[config.mk]
export PLATFORM = sky130hd
export DESIGN_NAME = sarseq_top
export DESIGN_NICKNAME = d
export VERILOG_FILES = /design/src/verilog/sarseq_pkg.sv /design/src/verilog/sarseq_top.sv /design/src/verilog/sarseq_sar.sv
export SDC_FILE = /design/constraint.sdc
export NUM_CORES = 1
export LEC_CHECK = 0
export ABC_AREA = 1
export BUFFER_PORTS_ARGS = -buffer_cell sky130_fd_sc_hd__buf_2
export CAP_MARGIN = 10
export CORE_MARGIN = 1.5
export CORE_UTILIZATION = 54
export DETAILED_ROUTE_END_ITERATION = 6
export HOLD_SLACK_MARGIN = 0.05
export PLACE_DENSITY_LB_ADDON = 0.08
export SYNTH_ARGS = -nofsm -noshare
export SYNTH_HDL_FRONTEND = slang
export SYNTH_SLANG_ARGS = --single-unit
export TNS_END_PERCENT = 5
[constraint.sdc]
create_clock -name mclk_in -period 2.9 [get_ports mclk_in]
set_clock_uncertainty 0.1 [all_clocks]
set_input_delay 0.435 -clock mclk_in [delete_from_list [all_inputs] [get_ports mclk_in]]
set_output_delay 0.435 -clock mclk_in [all_outputs]
set_load 0.02 [all_outputs]
[src/verilog/sarseq_pkg.sv]
// shared constants, states and carrier types for the strobe sequencer
package sarseq_pkg;
  localparam int unsigned CLK_MHZ = 25;
  localparam int unsigned CONV_TIME_NS = 4700;
  // longest time, rounded down
  localparam int unsigned CONV_CYC = (CONV_TIME_NS * CLK_MHZ) / 1000;
  localparam int unsigned ACQ_TIME_NS = 1100;
  // least time, rounded up
  localparam int unsigned ACQ_CYC = (ACQ_TIME_NS * CLK_MHZ + 999) / 1000;
  localparam int unsigned CNT_W = 8;
  localparam int unsigned RES_W = 16;
  localparam int unsigned BYTE_W = 8;
  localparam int unsigned MSB_POS = 15;
  localparam logic [RES_W-1:0] RES_RST = 16'h0000;
  localparam logic [RES_W-1:0] SAR_START = 16'h8000;

  typedef enum logic [4:0] {
    SQ_OFF  = 5'h01,
    SQ_ACQ  = 5'h02,
    SQ_CONV = 5'h04,
    SQ_DONE = 5'h08,
    SQ_READ = 5'h10
  } sarseq_state_t;

  // host-side control pins, taken together
  typedef struct packed {
    logic strobe_n;
    logic read_sel;
    logic upper_byte_select;
  } sarseq_host_t;

  // analog side status driven by the digital logic
  typedef struct packed {
    logic ref_powered;
    logic tracking;
  } sarseq_ana_t;
endpackage

[src/verilog/sarseq_top.sv]
// strobe-driven control sequencer of a parallel-output SAR converter
`timescale 1ns/1ns
`default_nettype none
// How it works
// - first strobe fall with select low powers up and starts acquisition.
// - second strobe fall samples select; high turns reference off afterward.
// - second strobe fall starts conversion of the held input.
// - third strobe fall with select high puts the result on the bus.
// - done flag drops low when conversion completes.
// - reset input high returns everything to reset state.
// - byte variant shows upper byte when byte-select 1, lower when 0.
// - result leaves on three-state outputs, bit 15 most significant.
module sarseq_top
  import sarseq_pkg::*;
(
  input wire logic mclk_in,
  input wire logic rst_in,
  input wire sarseq_host_t host_in,
  input wire logic cmp_in,
  output logic [RES_W-1:0] data_out,
  output logic [RES_W-1:0] data_oe_out,
  output logic [BYTE_W-1:0] byte_data_out,
  output logic [BYTE_W-1:0] byte_data_oe_out,
  output logic eoc_n_out,
  output logic [RES_W-1:0] dac_trial_out,
  output sarseq_ana_t ana_out
);
  sarseq_state_t st_q, st_d;
  logic strobe_q, strobe_d;
  logic ref_off_q, ref_off_d;
  logic ref_on_q, ref_on_d;
  logic eoc_n_q, eoc_n_d;
  logic drive_q, drive_d;
  logic [RES_W-1:0] word_q, word_d;
  logic [BYTE_W-1:0] byte_q, byte_d;
  logic fall, sar_start, sar_done;
  logic [RES_W-1:0] sar_result;

  // ---------------------------------------------------------------
  // converter core
  // ---------------------------------------------------------------
  sarseq_sar u_sar (
    .mclk_in(mclk_in),
    .rst_in(rst_in),
    .start_in(sar_start),
    .cmp_in(cmp_in),
    .trial_out(dac_trial_out),
    .result_out(sar_result),
    .done_out(sar_done)
  );

  // ---------------------------------------------------------------
  // strobe sequence
  // ---------------------------------------------------------------
  assign fall = strobe_q & ~host_in.strobe_n;

  always_comb
  begin
    st_d = st_q;
    strobe_d = host_in.strobe_n;
    ref_off_d = ref_off_q;
    ref_on_d = ref_on_q;
    eoc_n_d = eoc_n_q;
    drive_d = drive_q;
    word_d = word_q;
    sar_start = 1'b0;
    // strobe rising ends the bus cycle: float, and release the flag only when in the read state
    if (!strobe_q && host_in.strobe_n)
    begin
      drive_d = 1'b0;
      if (st_q == SQ_READ)
        eoc_n_d = 1'b1;
    end
    case (st_q)
      SQ_OFF:
      begin
        if (fall && !host_in.read_sel)
        begin
          st_d = SQ_ACQ;
          ref_on_d = 1'b1;
        end
      end
      SQ_ACQ:
      begin
        if (fall)
        begin
          ref_off_d = host_in.read_sel;
          sar_start = 1'b1;
          st_d = SQ_CONV;
        end
      end
      SQ_CONV:
      begin
        if (sar_done)
        begin
          word_d = sar_result;
          eoc_n_d = 1'b0;
          st_d = SQ_DONE;
          // reference drops after conversion when asked
          if (ref_off_q)
            ref_on_d = 1'b0;
        end
      end
      SQ_DONE:
      begin
        // relies on host waiting for the flag before this edge
        if (fall && host_in.read_sel)
        begin
          drive_d = 1'b1;
          st_d = SQ_READ;
        end
      end
      SQ_READ:
      begin
        // a new acquisition may begin once the read is over
        if (fall && !host_in.read_sel)
        begin
          st_d = SQ_ACQ;
          ref_on_d = 1'b1;
          eoc_n_d = 1'b1;
          drive_d = 1'b0;
        end
      end
      default:
      begin
        st_d = SQ_OFF;
      end
    endcase
  end

  // ---------------------------------------------------------------
  // byte mux, registered so data follows byte-select one clock later
  // ---------------------------------------------------------------
  always_comb
  begin
    if (host_in.upper_byte_select)
      byte_d = word_d[MSB_POS -: BYTE_W];
    else
      byte_d = word_d[BYTE_W-1:0];
  end

  always_ff @(posedge mclk_in or posedge rst_in)
  begin
    if (rst_in)
    begin
      st_q <= SQ_OFF;
      strobe_q <= 1'b1;
      ref_off_q <= 1'b0;
      ref_on_q <= 1'b0;
      eoc_n_q <= 1'b1;
      drive_q <= 1'b0;
      word_q <= RES_RST;
      byte_q <= '0;
    end
    else
    begin
      st_q <= st_d;
      strobe_q <= strobe_d;
      ref_off_q <= ref_off_d;
      ref_on_q <= ref_on_d;
      eoc_n_q <= eoc_n_d;
      drive_q <= drive_d;
      word_q <= word_d;
      byte_q <= byte_d;
    end
  end

  // ---------------------------------------------------------------
  // pins
  // ---------------------------------------------------------------
  assign data_out = word_q;
  assign data_oe_out = {RES_W{drive_q}};
  assign byte_data_out = byte_q;
  assign byte_data_oe_out = {BYTE_W{drive_q}};
  assign eoc_n_out = eoc_n_q;
  // one driver for the whole status struct
  assign ana_out = {ref_on_q, st_q == SQ_ACQ};
endmodule
`default_nettype wire

[src/verilog/sarseq_sar.sv]
// successive-approximation register stepping one bit per clock
`timescale 1ns/1ns
`default_nettype none
module sarseq_sar
  import sarseq_pkg::*;
(
  input wire logic mclk_in,
  input wire logic rst_in,
  input wire logic start_in,
  input wire logic cmp_in,
  output logic [RES_W-1:0] trial_out,
  output logic [RES_W-1:0] result_out,
  output logic done_out
);
  logic [RES_W-1:0] trial_q, trial_d, bit_q, bit_d, res_q, res_d;
  logic done_q, done_d;

  always_comb
  begin
    trial_d = trial_q;
    bit_d = bit_q;
    res_d = res_q;
    done_d = 1'b0;
    if (start_in)
    begin
      trial_d = SAR_START;
      bit_d = SAR_START;
    end
    else if (bit_q != RES_RST)
    begin
      // keep the trial bit when the comparator says input is above
      if (!cmp_in)
        trial_d = trial_q & ~bit_q;
      bit_d = bit_q >> 1;
      if (bit_q[0])
      begin
        res_d = cmp_in ? trial_q : (trial_q & ~bit_q);
        done_d = 1'b1;
      end
      else
        trial_d = trial_d | (bit_q >> 1);
    end
  end

  always_ff @(posedge mclk_in or posedge rst_in)
  begin
    if (rst_in)
    begin
      trial_q <= RES_RST;
      bit_q <= RES_RST;
      res_q <= RES_RST;
      done_q <= 1'b0;
    end
    else
    begin
      trial_q <= trial_d;
      bit_q <= bit_d;
      res_q <= res_d;
      done_q <= done_d;
    end
  end

  assign trial_out = trial_q;
  assign result_out = res_q;
  assign done_out = done_q;
endmodule
`default_nettype wire

Word level (Yosys, flattened, before mapping)
Cells that the tools add are included.
{"block": "op_classes", "n_reduce_logical": 13, "n_eq_ne": 10, "mux": 34, "bitwise_logic": 6}
{"op": "$mux 16", "count": 10}
{"op": "$mux 5", "count": 4}
{"op": "$pmux 5 s4", "count": 1}
{"op": "$and 16x16->16", "count": 1}
{"op": "$not 16->16", "count": 1}
{"op": "$or 16x15->16", "count": 1}
{"op": "$reduce_bool 16->1", "count": 1}
{"op": "$mux 1", "count": 15}
{"op": "$mux 8", "count": 1}
{"op": "$reduce_and 4->1", "count": 2}
{"op": "$ne 2x1->1 const B", "count": 3}
{"op": "$pmux 1 s2", "count": 3}
{"op": "$eq 5x1->1 const B", "count": 1}
{"op": "$eq 5x2->1 const B", "count": 1}
{"op": "$eq 5x3->1 const B", "count": 1}
{"op": "$eq 5x4->1 const B", "count": 1}
{"op": "$eq 5x5->1 const B", "count": 1}
{"op": "$ne 2x2->1 const B", "count": 2}
{"op": "$reduce_bool 2->1", "count": 2}
{"op": "$logic_and 1x1->1", "count": 3}
{"op": "$reduce_and 3->1", "count": 1}
{"op": "$logic_not 1->1", "count": 2}
{"op": "$not 1->1", "count": 2}
{"op": "$reduce_and 2->1", "count": 1}
{"op": "other kinds (2)", "count": 2}
{"block": "totals", "input_bits": 6, "ff_bits": 83, "out_inout_bits": 67}

Longest topological paths before layout
{"block": "logic_depth", "depth_word": 9, "depth_mapped": 10, "mapped_depth_nobuf": 9}

Cells and area by module
A second synthesis with hierarchy kept.
{"block": "unflattened", "hier_cells": 401, "hier_area_um2": 3638.5}
{"mod": "sarseq_sar", "cells_each": 203, "n_inst": 1, "area_per_inst_um2": 1859.3}
{"mod": "sarseq_top", "cells_each": 198, "n_inst": 1, "area_per_inst_um2": 1779.2}

Least setup slack after synthesis
Ideal clock, no wire load.
{"block": "synth_path", "path_type": "register to output", "from": "reg drive_q", "to": "out byte_data_oe_out[0]", "t_required_ps": 2365, "path_stages_with_launch": 2, "path_buffers": 1, "setup_slack_ps": 1461, "arrival_ps": 904, "cell_sequence": "dfrtp_1 > buf_4"}
{"item": "from (decl)", "line": "sarseq_top.sv:33", "source": "logic drive_q, drive_d;"}
{"item": "from (signal assigned)", "line": "sarseq_top.sv:162", "source": "drive_q <= drive_d;"}
{"item": "to (decl)", "line": "sarseq_top.sv:23", "source": "output logic [BYTE_W-1:0] byte_data_oe_out,"}
No word-level cell between the ends.

Worst setup path in the final report
{"block": "layout_path", "from": "reg strobe_q", "to": "reg u_sar.res_q[2] (netlist: u_sar.result_out[2])"}
{"block": "layout_between", "elab_chain_len": 5}
{"item": "from (decl)", "line": "sarseq_top.sv:29", "source": "logic strobe_q, strobe_d;"}
{"item": "from (signal assigned)", "line": "sarseq_top.sv:158", "source": "strobe_q <= strobe_d;"}
{"item": "$and 1x1->1", "line": "sarseq_top.sv:55", "source": "assign fall = strobe_q & ~host_in.strobe_n;"}
{"item": "$mux 1", "line": "sarseq_top.sv:85", "source": "if (fall)"}
{"item": "$mux 1", "line": "sarseq_top.sv:74", "source": "case (st_q)"}
{"item": "$not 1->1 (no source line)"}
{"item": "$reduce_and 3->1 (no source line)"}
{"item": "to (signal assigned)", "line": "sarseq_sar.sv:58", "source": "res_q <= res_d;"}
{"item": "to (decl)", "line": "sarseq_sar.sv:15", "source": "logic [RES_W-1:0] trial_q, trial_d, bit_q, bit_d, res_q, res_d;"}
Every way passes these cells.
A chain may end at the register's enable or synchronous reset.

==> reports/results.tsv <==
metric	value	unit
startpoint_type	flip-flop	
slowest_stage	dfstp_2	
min_path_type	input pin to async pin	
htree_levels	3	
io_buffers	72	
final_cell_count_no_fill	509	
clk_pin_slew	80	ps
synth_nets	386	
die_w	84.73	µm
final_core_util	63.24	%
syn-mean-instance-area	9.493	µm²
worstSkewPairLatency	340	ps
drc_errors	0	
dp_cells	493	
grt-busiest-layer	met1	
hold_viol	0	
layout.nets	433	
viasPerCell	4.959	
post_dp_cell_area	0.003814	mm²
worst-path-max-fanout	23	
place_congestion	0.8016	
clockBufferDepth	2	
drt_iter0_markers	146	
reg2reg_slack	970	ps
cpMostUsedCell	inv_1	
area_delta_synth_final	11.97	%
antenna_cells	0	
maxCapViolCount	0	
worstReg2RegStart	strobe_q$_DFF_PP1_	
syn_area	0.003607	mm²
grt_usage	19.16	%
arrival	2110	ps
path_class	flip-flop to flip-flop	
grt_max_degree	45	
final_cell_mix	nand2_1, dfrtp_1, buf_2, inv_1, nor2_1	
vias	2524	
critPathRequiredTime	3080	ps
grt_pass1_wl	10960	µm
final_antenna_net_count	0	
synthArstFlopShare	100.0	%
drv_slew	0	
rsz0062_at_grt	false	
cts_buffers	9	
cts_setup_buffers	0	
end_kind	flip-flop	
critical_path.top_delay_family	simple AND/OR/NAND/NOR gates	
cellPowerDensity	850.5	mW/mm²
ios	73	
syn_inst	380	
gr-total-overflow	0	
die_y	84.73	µm
start_util	56.49	%
final_area	0.004039	mm²
ctsResizeCount	0	
dp.final_hpwl	4591	µm
core_area	0.006386	mm²
ir_drop	0.0005044	V
first_global_vias	2380	
r2r_cells	7	
ys_types	25	
setup_viol	0	
ys_seq_elements	83	
status	complete, no violations	
synth_ff_type	dfrtp_1	
layout_commonest_cell	nand2_1	
critPathMaxStageDelay	530	ps
grtUsageMet2	27.78	%
cts_tree	built	
worstReg2RegEnd	u_sar.result_out[2]$_DFFE_PP0P_	
cts_sinks	83	
drt_pass1_iterations	4	
dieArea	0.007179	mm²
max_slew.worst_pin.slew	758.9	ps
antenna_found_initial	0	
gr-usage-met3	3.540	%
period_needed	1933	ps
yosysWarnings	0	
slew_headroom	49.35	%
ctsRootBufferMaster	clkbuf_8	
crit_chain	inv_1 > nor2_1 > inv_1 > nor2_4 > buf_4 > o21ai_0 > nand2_1	
post-route-period-util	66.67	%
p_leak	0.002200	µW
synth_edf_count	0	
routedWlPerCell	12.67	µm
tns	0	ps
yosysTopAreaCell	dfrtp_1	
max_freq	0.5172	GHz
hold_buffers	0	
synth_area_leaders	dfrtp_1, nand2_1, buf_4	
crit_buf_inv	3	
n_fill_cell	557	
ys_seq_area_share	57.68	%
use_met1	28.99	%
power.total	3435	µW
row_count	29	
synth_top_area_share	55.50	%
routed_wl	6451	µm
layout-drive-gt1-share	28.01	%
==> through the flow <==
step	worst slack, ps	hold WS (ps)
2_1_floorplan	233.2	339.5
3_5_place_dp	946.1	358.2
5_1_grt	804.5	110.9
3_3_place_gp	990.1	351.4
6_report	966.5	103.1
4_1_cts	946.6	105.7
==> where the power goes <==
group          switching [µW]  internal [µW]
Combinational             611            334
Sequential                140           1440
Clock                     397            512
Total                    1150           2290
==> routing by layer <==
layer | vias up | wire, µm
met5 | - | 0
met2 | 83 | 2713
met3 | 8 | 328
met4 | 0 | 68
met1 | 1174 | 3340
li1 | 1259 | -
==> worst max path at each step <==
stage / from / end / slack (ps) / cells after the start
6_report: strobe_q$_DFF_PP1_ / u_sar.result_out[2]$_DFFE_PP0P_ / 970 / 7
5_1_grt: strobe_q$_DFF_PP1_ / u_sar.result_out[4]$_DFFE_PP0P_ / 800 / 7
4_1_cts: strobe_q$_DFF_PP1_ / u_sar.result_out[7]$_DFFE_PP0P_ / 950 / 7
3_5_place_dp: host_in[2] / u_sar.result_out[1]$_DFFE_PP0P_ / 950 / 7
3_3_place_gp: host_in[2] / u_sar.result_out[10]$_DFFE_PP0P_ / 990 / 7
2_1_floorplan: rst_in / byte_data_out[0]$_DFF_PP0_ / 230 / 1
==> cell usage after synthesis (3+ instances only) <==
cell,instances
dfrtp_1,80
nand2_1,93
buf_2,4
o21ai_2,16
nor2_4,3
buf_4,27
nor2_1,36
a21boi_0,15
clkbuf_1,3
inv_1,37
o21ai_0,11
nand3_1,17
buf_6,4
inv_2,4
nand4_1,4
a21oi_1,15
dfstp_2,3
==> flip-flops by register name, summed over array words and instances (netlist names) <==
name,cells
data_out,16
u_sar.bit_q,16
u_sar.result_out,16
u_sar.trial_out,16
byte_data_out,8
st_q,5
drive_q,1
eoc_n_out,1
ref_off_q,1
ref_on_q,1
strobe_q,1
u_sar.done_out,1
==> kinds of logic (layout without fill, tap and decap cells) <==
family                 Yosys count  in the layout  synth area share [%]
buffers and inverters           80            132                 12.24
DFF                             83             83                 57.68
and+or+nand+nor                158            158                 19.11
AOI/OAI and AO/OA               59             59                 10.96
==> final cells by class <==
cell class | instances | area [µm²] | share of cell area, %
clock buffer | 11 | 141.4 | 3.501
multi-input combinational | 217 | 1085 | 26.86
clock inverter | 5 | 83.83 | 2.076
tap | 77 | 96.34 | 2.385
timing repair buffer | 74 | 387.9 | 9.603
sequential | 83 | 2081 | 51.52
inverter | 42 | 163.9 | 4.058
Power figures use the tool's default switching activity.
